$ cat config.mk
export PLATFORM = sky130hd
export DESIGN_NAME = rcd_cmd_top
export DESIGN_NICKNAME = d
export VERILOG_FILES = /design/src/pkg/rcd_pkg.sv /design/src/pkg/rcd_dec_if.sv /design/src/rcd_dec16.sv /design/src/rcd_relay_drv.sv /design/src/rcd_cmd_top.sv
export SDC_FILE = /design/constraint.sdc
export NUM_CORES = 1
export LEC_CHECK = 0
export BUFFER_PORTS_ARGS = -buffer_cell sky130_fd_sc_hd__buf_4
export CELL_PAD_IN_SITES_DETAIL_PLACEMENT = 1
export CELL_PAD_IN_SITES_GLOBAL_PLACEMENT = 2
export CORE_ASPECT_RATIO = 0.5
export CORE_MARGIN = 5
export CORE_UTILIZATION = 38
export CTS_CLUSTER_DIAMETER = 30
export CTS_CLUSTER_SIZE = 12
export DETAILED_ROUTE_END_ITERATION = 8
export HOLD_SLACK_MARGIN = 0.08
export PLACE_DENSITY_LB_ADDON = 0.05
export SLEW_MARGIN = 30
export SYNTH_ARGS = -nofsm -noshare
export SYNTH_HDL_FRONTEND = slang
export SYNTH_SLANG_ARGS = --single-unit
export TNS_END_PERCENT = 20
$ cat constraint.sdc
create_clock -name REF_CLK -period 2.2 [get_ports REF_CLK]
set_clock_uncertainty 0.05 [all_clocks]
set_input_delay 0.22 -clock REF_CLK [delete_from_list [all_inputs] [get_ports REF_CLK]]
set_output_delay 0.22 -clock REF_CLK [all_outputs]
set_load 0.02 [all_outputs]
$ cat src/pkg/rcd_pkg.sv
package rcd_pkg;
   // Counter and decoder geometry
   localparam int CNT_W = 5;
   localparam int SEL_W = 4;
   localparam int HALF_LINES = 16;
   localparam int NUM_HALVES = 2;
   localparam int NUM_CMD = 32;
   localparam int NUM_RELAY = 16;
   // Input pin indices in the synchronised control vector
   localparam int IDX_UP = 0;
   localparam int IDX_DOWN = 1;
   localparam int IDX_EXEC = 2;
   localparam int IDX_PWR_ON = 3;
   localparam int IDX_PWR_OFF = 4;
   localparam int IDX_HTR_ON = 5;
   localparam int IDX_HTR_OFF = 6;
   localparam int IDX_STOP = 7;
   localparam int IDX_GATE = 8;
   localparam int NUM_CTRL = 9;
   // Stage counts
   localparam int SYNC_STAGES = 2;
   localparam int GATE_STAGES = 6;
   localparam int DEF_BUF_W = 4;
   localparam int NUM_DIRECT = 2;
   // Reset values
   localparam logic [CNT_W-1:0] CNT_RST = 5'h00;
   localparam logic DIR_UP = 1'b1;
   localparam logic DIR_DOWN = 1'b0;
   localparam logic DIR_RST = 1'b1;
   localparam logic [NUM_CMD-1:0] CMD_IDLE_N = 32'hFFFF_FFFF;
   localparam logic [HALF_LINES-1:0] HALF_IDLE_N = 16'hFFFF;
   // Default command assignments
   localparam logic [CNT_W-1:0] DEF_PT_LINE = 5'h01;
   localparam logic [NUM_RELAY-1:0] DEF_RELAY_MASK = 16'hFF00;
   typedef logic [CNT_W-1:0] rcd_cnt_t;
endpackage : rcd_pkg

$ cat src/pkg/rcd_dec_if.sv
`timescale 1ns/100ps
interface rcd_dec_if;
   import rcd_pkg::*;
   logic [SEL_W-1:0] sel;
   logic en;
   logic [HALF_LINES-1:0] line_n;
   modport dec (input sel, input en, output line_n);
   modport ctl (output sel, output en, input line_n);
endinterface : rcd_dec_if

$ cat src/rcd_dec16.sv
`timescale 1ns/100ps
module rcd_dec16
(
   rcd_dec_if.dec dif
);
   import rcd_pkg::*;

   // One active-low line when enabled, none otherwise
   always_comb
   begin
      dif.line_n = HALF_IDLE_N;
      if (dif.en)
      begin
         dif.line_n[dif.sel] = 1'b0;
      end
   end
endmodule : rcd_dec16

$ cat src/rcd_relay_drv.sv
`timescale 1ns/100ps
module rcd_relay_drv
#(
   parameter int N = 1
)
(
   input wire logic clk,
   input wire logic rst_n,
   input wire logic [N-1:0] on_n,
   input wire logic [N-1:0] off_n,
   output logic [N-1:0] on_drv,
   output logic [N-1:0] off_drv
);
   import rcd_pkg::*;

   logic [N-1:0] on_req;
   logic [N-1:0] off_req;

   // Inverting gate ahead of each driver
   assign on_req = ~on_n;
   assign off_req = ~off_n;

   // Separate coil drives, conflicting requests drive neither coil
   always_ff @(posedge clk or negedge rst_n)
   begin
      if (!rst_n)
      begin
         on_drv <= '0;
         off_drv <= '0;
      end
      else
      begin
         on_drv <= on_req & ~off_req;
         off_drv <= off_req & ~on_req;
      end
   end
endmodule : rcd_relay_drv

$ cat src/rcd_cmd_top.sv
`timescale 1ns/100ps
module rcd_cmd_top
#(
   parameter int BUF_W = rcd_pkg::DEF_BUF_W,
   parameter logic [rcd_pkg::CNT_W-1:0] PT_LINE = rcd_pkg::DEF_PT_LINE,
   parameter logic [rcd_pkg::NUM_RELAY-1:0] RELAY_MASK = rcd_pkg::DEF_RELAY_MASK
)
(
   input wire logic REF_CLK,
   input wire logic NRST,
   input wire logic CMD_UP,
   input wire logic CMD_DOWN,
   input wire logic CMD_EXEC,
   input wire logic DEC_PWR_ON,
   input wire logic DEC_PWR_OFF,
   input wire logic HTR_ON,
   input wire logic HTR_OFF,
   input wire logic STOP_ALL_MOTORS,
   input wire logic DATA_GATE,
   input wire logic [BUF_W-1:0] BUF_IN,
   output logic [BUF_W-1:0] BUF_OUT,
   output logic DATA_GATE_DLY,
   output rcd_pkg::rcd_cnt_t COUNT_STATUS,
   output logic DIR_STATUS,
   output logic [rcd_pkg::NUM_CMD-1:0] LOGIC_CMD_N,
   output logic [rcd_pkg::NUM_RELAY-1:0] RLY_ON_DRV,
   output logic [rcd_pkg::NUM_RELAY-1:0] RLY_OFF_DRV,
   output logic HTR_ON_DRV,
   output logic HTR_OFF_DRV,
   output logic DEC_ON_DRV,
   output logic DEC_OFF_DRV,
   output logic PRES_XDCR_ON
);
   import rcd_pkg::*;

   localparam int NUM_IN = NUM_CTRL + BUF_W;

   // Pin synchronisers
   logic [NUM_IN-1:0] pin_raw;
   logic [NUM_IN-1:0] meta_ff;
   logic [NUM_IN-1:0] sync_ff;

   // Two inverting buffer stages
   logic [NUM_IN-1:0] inv1_ff;
   logic [NUM_IN-1:0] inv2_ff;
   logic [NUM_IN-1:0] prev_ff;

   // Data gate delay chain
   logic [GATE_STAGES-1:0] gate_ff;

   // Counter state
   rcd_cnt_t cnt_ff;
   rcd_cnt_t nxt_cnt;
   logic [CNT_W-1:0] tog;
   logic dir_ff;
   logic nxt_dir;

   // Command edges and levels
   logic up_rise;
   logic dn_rise;
   logic count_clk;
   logic pwr_rise;
   logic stop_rise;
   logic exec_lvl;

   // Decoder outputs
   logic [NUM_CMD-1:0] dec_lines_n;
   logic [NUM_RELAY-1:0] rly_on_n;
   logic [NUM_RELAY-1:0] rly_off_n;
   logic [NUM_CMD-1:0] cmd_ff;

   // Direct station commands into relay drivers
   logic [NUM_DIRECT-1:0] dir_on_n;
   logic [NUM_DIRECT-1:0] dir_off_n;
   logic [NUM_DIRECT-1:0] dir_on_drv;
   logic [NUM_DIRECT-1:0] dir_off_drv;

   // Transducer state
   logic pt_ff;
   logic pt_hit;
   logic pt_prev_ff;

   assign pin_raw = {BUF_IN,
                     DATA_GATE,
                     STOP_ALL_MOTORS,
                     HTR_OFF,
                     HTR_ON,
                     DEC_PWR_OFF,
                     DEC_PWR_ON,
                     CMD_EXEC,
                     CMD_DOWN,
                     CMD_UP};

   // Two-flop synchronisers on every pin
   always_ff @(posedge REF_CLK or negedge NRST)
   begin
      if (!NRST)
      begin
         meta_ff <= '0;
         sync_ff <= '0;
      end
      else
      begin
         meta_ff <= pin_raw;
         sync_ff <= meta_ff;
      end
   end

   // Buffer stages, each inverting
   always_ff @(posedge REF_CLK or negedge NRST)
   begin
      if (!NRST)
      begin
         inv1_ff <= '1;
         inv2_ff <= '0;
      end
      else
      begin
         inv1_ff <= ~sync_ff;
         inv2_ff <= ~inv1_ff;
      end
   end

   // Previous buffered levels for edge detection
   always_ff @(posedge REF_CLK or negedge NRST)
   begin
      if (!NRST)
      begin
         prev_ff <= '0;
      end
      else
      begin
         prev_ff <= inv2_ff;
      end
   end

   assign BUF_OUT = inv2_ff[NUM_IN-1:NUM_CTRL];

   // Data gate through six inverting stages
   always_ff @(posedge REF_CLK or negedge NRST)
   begin
      if (!NRST)
      begin
         // Idle chain pattern for a low gate, so no false gate after reset
         gate_ff <= {(GATE_STAGES / 2){2'b01}};
      end
      else
      begin
         gate_ff[0] <= ~sync_ff[IDX_GATE];
         for (int i = 1; i < GATE_STAGES; i++)
         begin
            gate_ff[i] <= ~gate_ff[i-1];
         end
      end
   end

   assign DATA_GATE_DLY = gate_ff[GATE_STAGES-1];

   // Command edges
   assign up_rise = inv2_ff[IDX_UP] & ~prev_ff[IDX_UP];
   assign dn_rise = inv2_ff[IDX_DOWN] & ~prev_ff[IDX_DOWN];
   assign pwr_rise = inv2_ff[IDX_PWR_ON] & ~prev_ff[IDX_PWR_ON];
   assign stop_rise = inv2_ff[IDX_STOP] & ~prev_ff[IDX_STOP];
   assign exec_lvl = inv2_ff[IDX_EXEC];

   // Single counting clock from either command
   assign count_clk = up_rise | dn_rise;

   // Direction latch, up taking priority when both arrive together
   always_comb
   begin
      nxt_dir = dir_ff;
      if (up_rise)
      begin
         nxt_dir = DIR_UP;
      end
      else if (dn_rise)
      begin
         nxt_dir = DIR_DOWN;
      end
   end

   always_ff @(posedge REF_CLK or negedge NRST)
   begin
      if (!NRST)
      begin
         dir_ff <= DIR_RST;
      end
      else
      begin
         dir_ff <= nxt_dir;
      end
   end

   assign DIR_STATUS = dir_ff;

   // Toggle enables of the reversible counter
   assign tog[0] = 1'b1;
   generate
      for (genvar b = 1; b < CNT_W; b++)
      begin : g_tog
         assign tog[b] = tog[b-1] & (cnt_ff[b-1] == nxt_dir);
      end
   endgenerate

   // Five toggle stages, natural wrap at both ends
   assign nxt_cnt = cnt_ff ^ tog;

   always_ff @(posedge REF_CLK or negedge NRST)
   begin
      if (!NRST)
      begin
         cnt_ff <= CNT_RST;
      end
      else if (pwr_rise)
      begin
         cnt_ff <= CNT_RST;
      end
      else if (count_clk)
      begin
         cnt_ff <= nxt_cnt;
      end
   end

   assign COUNT_STATUS = cnt_ff;

   // Two sixteen-line decoder halves
   generate
      for (genvar h = 0; h < NUM_HALVES; h++)
      begin : g_half
         rcd_dec_if dif ();
         assign dif.sel = cnt_ff[SEL_W-1:0];
         assign dif.en = exec_lvl & (cnt_ff[CNT_W-1] == 1'(h));
         assign dec_lines_n[h*HALF_LINES +: HALF_LINES] = dif.line_n;
         rcd_dec16 u_dec
         (
            .dif (dif.dec)
         );
      end
   endgenerate

   // Logic commands registered one cycle after the decoder, active low
   always_ff @(posedge REF_CLK or negedge NRST)
   begin
      if (!NRST)
      begin
         cmd_ff <= CMD_IDLE_N;
      end
      else
      begin
         cmd_ff <= dec_lines_n;
      end
   end

   assign LOGIC_CMD_N = cmd_ff;

   // Relay lines: even line drives on, odd line drives off, only for relays whose RELAY_MASK bit is set
   generate
      for (genvar r = 0; r < NUM_RELAY; r++)
      begin : g_rly
         assign rly_on_n[r] = dec_lines_n[2*r] | ~RELAY_MASK[r];
         assign rly_off_n[r] = dec_lines_n[2*r+1] | ~RELAY_MASK[r];
      end
   endgenerate

   rcd_relay_drv
   #(
      .N (NUM_RELAY)
   )
   u_cmd_rly
   (
      .clk (REF_CLK),
      .rst_n (NRST),
      .on_n (rly_on_n),
      .off_n (rly_off_n),
      .on_drv (RLY_ON_DRV),
      .off_drv (RLY_OFF_DRV)
   );

   // Direct station commands: heater and decoder power
   assign dir_on_n = ~{inv2_ff[IDX_PWR_ON], inv2_ff[IDX_HTR_ON]};
   assign dir_off_n = ~{inv2_ff[IDX_PWR_OFF], inv2_ff[IDX_HTR_OFF]};

   rcd_relay_drv
   #(
      .N (NUM_DIRECT)
   )
   u_dir_rly
   (
      .clk (REF_CLK),
      .rst_n (NRST),
      .on_n (dir_on_n),
      .off_n (dir_off_n),
      .on_drv (dir_on_drv),
      .off_drv (dir_off_drv)
   );

   assign HTR_ON_DRV = dir_on_drv[0];
   assign HTR_OFF_DRV = dir_off_drv[0];
   assign DEC_ON_DRV = dir_on_drv[1];
   assign DEC_OFF_DRV = dir_off_drv[1];

   // Pressure transducer: on by its counter command, off by stop-all-motors
   assign pt_hit = ~dec_lines_n[PT_LINE];

   always_ff @(posedge REF_CLK or negedge NRST)
   begin
      if (!NRST)
      begin
         pt_prev_ff <= 1'b0;
      end
      else
      begin
         pt_prev_ff <= pt_hit;
      end
   end

   always_ff @(posedge REF_CLK or negedge NRST)
   begin
      if (!NRST)
      begin
         pt_ff <= 1'b0;
      end
      else if (pt_hit & ~pt_prev_ff)
      begin
         pt_ff <= 1'b1;
      end
      else if (stop_rise)
      begin
         pt_ff <= 1'b0;
      end
   end

   assign PRES_XDCR_ON = pt_ff;
endmodule : rcd_cmd_top

; Yosys cells after proc, flatten, opt, wreduce, memory -nomap -nowiden
; Index checks and enable logic that the tools add are counted.
[op_classes]
n_addsub = 0
mul = 0
div = 0
order_cmp = 2
n_eq_ne = 4
shifts = 0
n_mux = 10
bitwise = 42
reduce_logical = 3
[op_table]
columns = operator, n
row1 = 16-bit NOT, 5
row2 = 16-bit bitwise AND, 2
row3 = 16-bit two-way mux, 2
row4 = 13-bit NOT, 2
row5 = 1-bit NOT, 13
row6 = 2-bit NOT, 6
row7 = 1-bit bitwise AND, 10
row8 = 5-bit two-way mux, 2
row9 = "4-bit by 5-bit < comparator with 1-bit output, second input constant", 1
row10 = 1-bit two-way mux, 5
row11 = 5-bit bitwise XOR, 1
row12 = 2-bit bitwise AND, 2
row13 = 1-bit demux with 4-bit select, 1
row14 = 1-bit equality test, 4
row15 = "4-bit by 1-bit greater-or-equal comparator with 1-bit output, second input constant", 1
row16 = 2-bit nonzero test, 2
row17 = 1-bit logical AND, 1
row18 = 1-bit bitwise OR, 1
[totals]
regBits = 142
latch_bits = 0
ram_bits = 0
mem_bits_ro = 0
inputBits = 15
output_inout_bits = 80
elab_cells = 76
mem_count = 0

; Longest topological paths before layout
; Gate-level depths: netlist of run 1.
[logic_depth]
depth_word = 11
mapped_depth = 5

; Cells and area by module
; From an unflattened synthesis of run 1, not the netlist that was laid out.
[unflattened]
hier_cells = 302
hier_area_um2 = 4524.3
[modules_own_cells]
columns = mod, n_inst, cells_per_inst, area_each_um2
row1 = rcd_cmd_top, 1, 174, 2957.8
row2 = rcd_relay_drv at u_cmd_rly, 1, 64, 1081.0
row3 = rcd_dec16, 2, 28, 175.2
row4 = rcd_relay_drv at u_dir_rly, 1, 8, 135.1

; Worst setup path after synthesis of run 1
; OpenSTA, ideal clock, no wires.
[synth_timing]
kind = reg-to-reg
from = register cnt_ff[0], in the netlist COUNT_STATUS[0]
to = register cnt_ff[3], in the netlist COUNT_STATUS[3]
t_arrival_ps = 1355
slack_ps = 668
path_stages_with_launch = 6
path_cell_list = dfrtp_1 > buf_2 > nor2_2 > nand3_1 > o21ai_1 > mux2_1
[synth_between]
elab_chain_cells = 6
[synth_rtl]
columns = item, line_no
row1 = from (decl), rcd_cmd_top.sv:52  ; rcd_cnt_t cnt_ff;
row2 = from (signal assigned), rcd_cmd_top.sv:221  ; cnt_ff <= nxt_cnt;
row3 = 1-bit equality test, rcd_cmd_top.sv:202  ; assign tog[b] = tog[b-1] & (cnt_ff[b-1] == nxt_dir);
row4 = 1-bit bitwise AND (2 in a row), rcd_cmd_top.sv:202
row5 = 5-bit bitwise XOR, rcd_cmd_top.sv:207  ; assign nxt_cnt = cnt_ff ^ tog;
row6 = 5-bit two-way mux, rcd_cmd_top.sv:219  ; else if (count_clk)
row7 = 5-bit two-way mux, rcd_cmd_top.sv:215  ; else if (pwr_rise)
; No other way between the ends. The select of a mux whose other input is x is not followed.
; A chain may end at the register's enable or synchronous reset.

; Worst setup path in the final report of run 1
; Ends and elaborated chain as after synthesis.

==> results.json, run 1 <==
{
  "synth_largest_area_cell": "dfrtp_1",
  "slew_violations": 0,
  "rsz0062_at_grt": "no",
  "clkPwrFrac_pct": 44.2,
  "first_global_vias": 2515,
  "finalPower_w": 0.00614,
  "antenna_found_initial": 0,
  "die_w_um": 154,
  "crit_type": "register to register",
  "gp_congestion": 0.736,
  "finalCritPeriodShare_pct": 72.2,
  "via_count": 2249,
  "p_per_area_nw_per_um2": 1160,
  "power_frac_comb_pct": 13.3,
  "min_path_type": "input pin to async pin",
  "post-route-min-period_ns": 1.59,
  "finalHoldViolCount": 0,
  "p_leak_nw": 2.51,
  "insertion_delay_ns": 0.41,
  "setup_viol": 0,
  "cts_buffer_depth": 2,
  "rows": 26,
  "drtPass1Iterations": 4,
  "end_kind": "register",
  "fp.dieH_um": 81.8,
  "start_kind": "register",
  "portBuffers": 78,
  "pin_count": 95,
  "root_buffer": "clkbuf_16",
  "p_sw_w": 0.00170,
  "synthTopCellsByArea": "dfrtp_1 46%, dfstp_2 32%, inv_1 4.7%",
  "path_max_fanout": 11,
  "ys_seq_elements": 120,
  "grt_pass1_wl_um": 12800,
  "power_frac_seq_pct": 42.5,
  "outcome": "completed",
  "drc": 0,
  "syn_avg_cell_area_um2": 13.7,
  "start_util_pct": 38.7,
  "area_delta_synth_final_pct": 35.6,
  "cts_max_level": 4,
  "cap_violations": 0,
  "max_freq_mhz": 630,
  "whs_ns": 0.263,
  "yosysWarnings": 0,
  "nNetsFinal": 402,
  "ys_types": 32,
  "syn_area_um2": 3920,
  "arrival_ns": 1.82,
  "dp_hpwl_um": 5180,
  "coreArea_um2": 10100,
  "clk_pin_slew_ns": 0.06,
  "synth-seq-area-share_pct": 78.2,
  "die_area_um2": 12600,
  "max_slew_margin_pct": 64.5,
  "vdd_drop_max_mv": 0.620,
  "n_antenna_cell": 0,
  "cts-buffers-inserted": 17,
  "worstMarginPinSlew_ns": 0.533,
  "cts_tree": "yes",
  "netlist_instances": 285,
  "grt_usage_pct": 13.7,
  "ant_nets": 0,
  "drt_iter0_markers": 68,
  "via_per_inst": 4.16,
  "wl_um": 7770,
  "place_area_um2": 4580,
  "grt_max_degree": 76,
  "routedWlPerCell_um": 14.4,
  "post-cts-setup-buffer-count": 0,
  "cts_sinks": 120,
  "internal_power_w": 0.00444,
  "drive_gt1_share_pct": 41.0,
  "synth_top_area_share_pct": 46.0,
  "finalInstanceArea_um2": 5310,
  "grt-ovfl-total": 0,
  "fin_setup_tns_ns": 0,
  "worstPathRequired_ns": 2.43,
  "p_sw_share_pct": 27.6
}
## synth_stat cells
master     instances
o2111ai_1          1
nor3_1             3
o21ai_0            2
and2_1             1
mux2_1             1
and2b_1            2
buf_4             20
clkbuf_1           1
dfstp_2           48
xnor2_1            1
nor2b_1            7
nand3_1            9
conb_1             1
o21ai_1            1
nor3b_1            1
buf_2              5
nand2_1           20
nor2_1            20
mux2_2             1
xor2_1             2
a21o_1             1
nor4b_1            1
nand2b_1           5
mux2i_1            1
a31oi_1            1
nor2_2             1
and4b_1            1
o311ai_0           1
nand4_1            2
dfrtp_1           72
nor3_2             3
inv_1             49
## worst max-delay path, stage by stage, from the launching register on
cell,delay (ns)
dfrtp_1,0.49
nor2_2,0.32
nand3_1,0.11
o21ai_1,0.17
mux2_1,0.33
## per-layer routing
| layer | vias to the layer above | global-route usage [%] | wire (µm) |
|---|---|---|---|
| met1 | 1153 | 15.4 | 3230 |
| met5 | - | 0 | 0 |
| met4 | 0 | 5.37 | 98 |
| li1 | 1024 | - | - |
| met3 | 9 | 5.89 | 440 |
| met2 | 63 | 23.6 | 4000 |
## stage by stage
step / std cells / util [%] / setup WS, ns
finish: 540 / 52.5 / 0.612
global route: 540 / 52.5 / 0.455
CTS: 540 / 52.5 / 0.576
detailed placement: 494 / 45.3 / 0.612
global placement: 494 / 45.3 / 0.675
floorplan: 300 / - / 0.668
## logic make-up after synthesis
kind of cell / count (synthesis) / synth area share [%]
multiplexers: 3 / 0.831
AO/OA/AOI/OAI: 7 / 1.18
flip-flops: 120 / 78.2
other: 1 / 0.0958
AND/OR/NAND/NOR: 76 / 9.74
buffers and inverters: 75 / 9.26
XOR/XNOR: 3 / 0.671
## final timing paths
path	from	to	depth (start not counted)	slack (ns)
max	COUNT_STATUS[0]	COUNT_STATUS[3]	4	0.61
min	NRST	u_dir_rly.on_drv[0]	2	0.26
max reg2reg	COUNT_STATUS[0]	COUNT_STATUS[3]	4	0.61
min reg2reg	meta_ff[4]	sync_ff[4]	0	0.29
max in group asynchronous	NRST	DIR_STATUS	3	1.03
min in group REF_CLK	meta_ff[4]	sync_ff[4]	0	0.29
## final cells by class
| cell class | instances | area, µm² |
|---|---|---|
| Inverter | 49 | 184 |
| Timing Repair Buffer | 94 | 753 |
| Clock inverter | 13 | 145 |
| Sequential cell | 120 | 3060 |
| Fill cell | 1031 | 4810 |
| Tap cell | 140 | 175 |
| Multi-Input combinational cell | 105 | 547 |
| Clock buffer | 19 | 443 |
## cells in the final DEF (no fill, tap or decap), drive strengths merged
| cell type | instances |
|---|---|
| a31oi | 1 |
| clkinvlp | 3 |
| nand4 | 2 |
| nand2b | 5 |
| clkbuf | 19 |
| and2 | 1 |
| nor3b | 1 |
| and2b | 2 |
| inv | 52 |
| dfrtp | 72 |
| nor4b | 1 |
| nor2 | 21 |
| o21ai | 3 |
| buf | 80 |
| nand3 | 9 |
| nand2 | 20 |
| nor2b | 7 |
| conb | 16 |
| xor2 | 2 |
| and4b | 1 |
| clkinv | 5 |
| bufinv | 2 |
| xnor2 | 1 |
| mux2i | 1 |
| dlygate4sd3 | 14 |
| o311ai | 1 |
| mux2 | 2 |
| a21o | 1 |
| dfstp | 48 |
| o2111ai | 1 |
| nor3 | 6 |
## flip-flops by register name (all words and copies together) (netlist names), 4 cells and up
name               cells
LOGIC_CMD_N           32
meta_ff               13
sync_ff               13
inv1_ff               12
inv2_ff               12
u_cmd_rly.off_drv      8
u_cmd_rly.on_drv       8
gate_ff                6
COUNT_STATUS           5
prev_ff                4
## power groups by stage
stage,registers (W),clock network [W],logic (W)
final,0.00261,0.00272,0.000814
after global routing,0.00264,0.00290,0.000891
after CTS,0.00261,0.00280,0.000835
after detailed placement,0.00265,0,0.000809
after global placement,0.00264,0,0.000794
after floorplan,0.00269,0,0.000408
## timing repair
| item | CTS | global route |
|---|---|---|
| hold buffers | 14 | 0 |
| gates resized for setup | 0 | 0 |
| hold endpoints to repair | 48 | 0 |
Note: power is estimated with default switching activity, not from simulation.
==> run 2: changes to the inputs <==
- ABC_AREA: default -> 1
- CORE_UTILIZATION: 38 -> 31
- clock period: 2.2 -> 1.4 ns (I/O delays scaled with it)
==> run 2 against run 1 <==
- design area grew 4.1%
- sequential power grew 46%
- global-route usage down 2.1 points
- power increased by 52%
- register-to-register slack got worse by 0.51 ns
- clock power increased by 68%
- combinational power up 18%
- sequential share of layout area shrank 2.2 points
- sequential cell count unchanged
- critical endpoint is now COUNT_STATUS[3]
- largest power group unchanged
==> results.json, run 2 <==
{
  "via_per_inst": 3.97,
  "clk_pin_slew_ns": 0.06,
  "portBuffers": 78,
  "drc": 0,
  "layout_common_cells": "88 x buf_4, 70 x dfrtp_1, 61 x inv_1",
  "fin_ws_ns": 0.0866,
  "slowest_stage": "dfrtp_1",
  "rsz0062_at_grt": "yes",
  "slew_violations": 0,
  "reg2reg_depth": 7,
  "end_kind": "output port",
  "worst-path-stages": 1,
  "cts_max_level": 4,
  "max_freq_mhz": 761,
  "antenna_found_initial": 0,
  "start_kind": "register",
  "layout_commonest_cell": "buf_4",
  "n_fill_cell": 1332,
  "r2r-start": "DIR_STATUS",
  "dp_hpwl_um": 5640,
  "ys_seq_elements": 120,
  "cts_sinks": 120,
  "die_w_um": 169,
  "grt.busiest_layer": "met2",
  "min_path_type": "input pin to async pin",
  "post-route-min-period_ns": 1.31,
  "via_count": 2370,
  "cts_tree": "yes",
  "critPathLaunch": "COUNT_STATUS[3]",
  "rrSetupSlack_ns": 0.10,
  "final_cells": 597,
  "grtUsageMet2_pct": 19.5,
  "yosysWarnings": 0,
  "cap_violations": 0,
  "worst-path-buf-inv": 1,
  "async_reset_ff_share_pct": 100,
  "arrival_ns": 1.12,
  "drive_gt1_share_pct": 44.7,
  "rows": 29,
  "path_cells": "buf_4",
  "place_area_um2": 4740,
  "cts-buffers-inserted": 17,
  "fp.dieH_um": 89.5,
  "n_antenna_cell": 0,
  "finalCritPeriodShare_pct": 93.8,
  "post-place-ws_ns": 0.0454,
  "path_max_fanout": 6,
  "synth.most_common_cell": "dfrtp_1",
  "grt-ovfl-total": 0,
  "finalInstanceArea_um2": 5530,
  "synth-seq-area-share_pct": 78.3,
  "largest_reg_flops": 32,
  "netlist_instances": 297,
  "grt_usage_pct": 11.6,
  "routedWlPerCell_um": 13.3,
  "synth_largest_area_cell": "dfrtp_1",
  "drtPass1Iterations": 4,
  "grt_pass1_wl_um": 13100,
  "worst_r2r_endpoint": "COUNT_STATUS[3]",
  "vdd_drop_max_mv": 0.738,
  "syn_avg_cell_area_um2": 13.2,
  "setup_viol": 0,
  "dp_cells": 551,
  "cpPeakStageDelay_ns": 0.52,
  "root_buffer": "clkbuf_16",
  "post-cts-setup-buffer-count": 0,
  "synth_edf_count": 0,
  "grt.met1_usage_pct": 13.6,
  "grt_use_met3_pct": 4.06,
  "outcome": "completed",
  "synth_top_area_share_pct": 46.0,
  "nNetsFinal": 429,
  "syn_area_um2": 3910,
  "insertion_delay_ns": 0.40,
  "first_global_vias": 2615,
  "area_delta_synth_final_pct": 41.2,
  "finalHoldViolCount": 0,
  "gp_congestion": 0.758,
  "ys_types": 22,
  "ys_top_cells_by_count": "72 x dfrtp_1, 61 x inv_1, 48 x dfstp_2, 31 x nand3_1, 20 x buf_4",
  "ant_nets": 0,
  "synthTopCellsByArea": "dfrtp_1 46%, dfstp_2 32%, inv_1 5.9%",
  "coreArea_um2": 12500,
  "pin_count": 95,
  "die_area_um2": 15100,
  "synth_ff_type": "dfrtp_1",
  "p_per_area_nw_per_um2": 1690,
  "crit_type": "register to output port",
  "drt_iter0_markers": 80,
  "p_leak_nw": 2.77,
  "start_util_pct": 31.3,
  "worstPathRequired_ns": 1.21,
  "cts_buffer_depth": 2,
  "wl_um": 7960,
  "critPathTopFamily": "flip-flops",
  "grt_max_degree": 34
}
## run 2: cell count changes after synthesis, sizes merged, moves of 3 or more
cell	previous run	this run
inv	49	65
a21oi	0	4
nand2b	5	0
nand3	9	31
nor2	21	18
nor2b	7	0
buf	25	22
## run 2: how the worst max path moves through the flow
stage                                  to  slack [ns]
after floorplan           COUNT_STATUS[2]       0.009
after CTS                 COUNT_STATUS[2]       0.005
final                     COUNT_STATUS[3]        0.09
after detailed placement  COUNT_STATUS[3]        0.05
after global placement    COUNT_STATUS[2]        0.06
after global routing      COUNT_STATUS[3]       -0.02
## run 2: where the power goes
| part | switching [W] | internal, W | total, W |
|---|---|---|---|
| clock network | 0.00159 | 0.00300 | 0.00458 |
| registers | 0.000117 | 0.00369 | 0.00381 |
| logic | 0.000608 | 0.000350 | 0.000959 |
| total | 0.00231 | 0.00704 | 0.00935 |
## run 2: metrics by stage
step           utilization [%]  TNS (ns)  total power, W  hold WS [ns]
6_report                  44.2         0         0.00935         0.193
5_1_grt                   44.2   -0.0235         0.00978         0.231
4_1_cts                   44.0         0         0.00950         0.197
3_5_place_dp              37.9         0         0.00481        0.0776
3_3_place_gp              37.9         0         0.00479        0.0627
2_1_floorplan                -         0         0.00436        -0.206
## run 2: layout make-up
class / instances / area (µm²) / area share (%)
Timing Repair Buffer: 105 / 861 / 15.6
Tap cell: 170 / 213 / 3.85
Sequential cell: 120 / 3070 / 55.5
Clock inverter: 14 / 198 / 3.58
Inverter: 67 / 256 / 4.64
Clock buffer: 18 / 429 / 7.76
Multi-Input combinational cell: 103 / 505 / 9.14
## run 2: kinds of logic (layout without fill, tap and decap cells)
family | after synthesis | in the layout | share of synthesized area, %
flip-flops | 120 | 120 | 78.3
buffers and inverters | 89 | 204 | 10.6
other | 1 | 16 | 0.0958
AND/OR/NAND/NOR | 78 | 78 | 9.75
AO/OA/AOI/OAI | 9 | 9 | 1.25
## run 2: what timing repair did
action                                 CTS  global route
setup endpoints to repair                0             6
hold buffers                            14             0
endpoints found under the hold margin   97             0
resized for setup                        0             9
## run 2: layer usage
layer  part of all wire [%]  wire length (µm)
met1                     43              3420
met2                     50              4000
met3                    5.8               461
met4                   0.91                72
met5                      0                 0
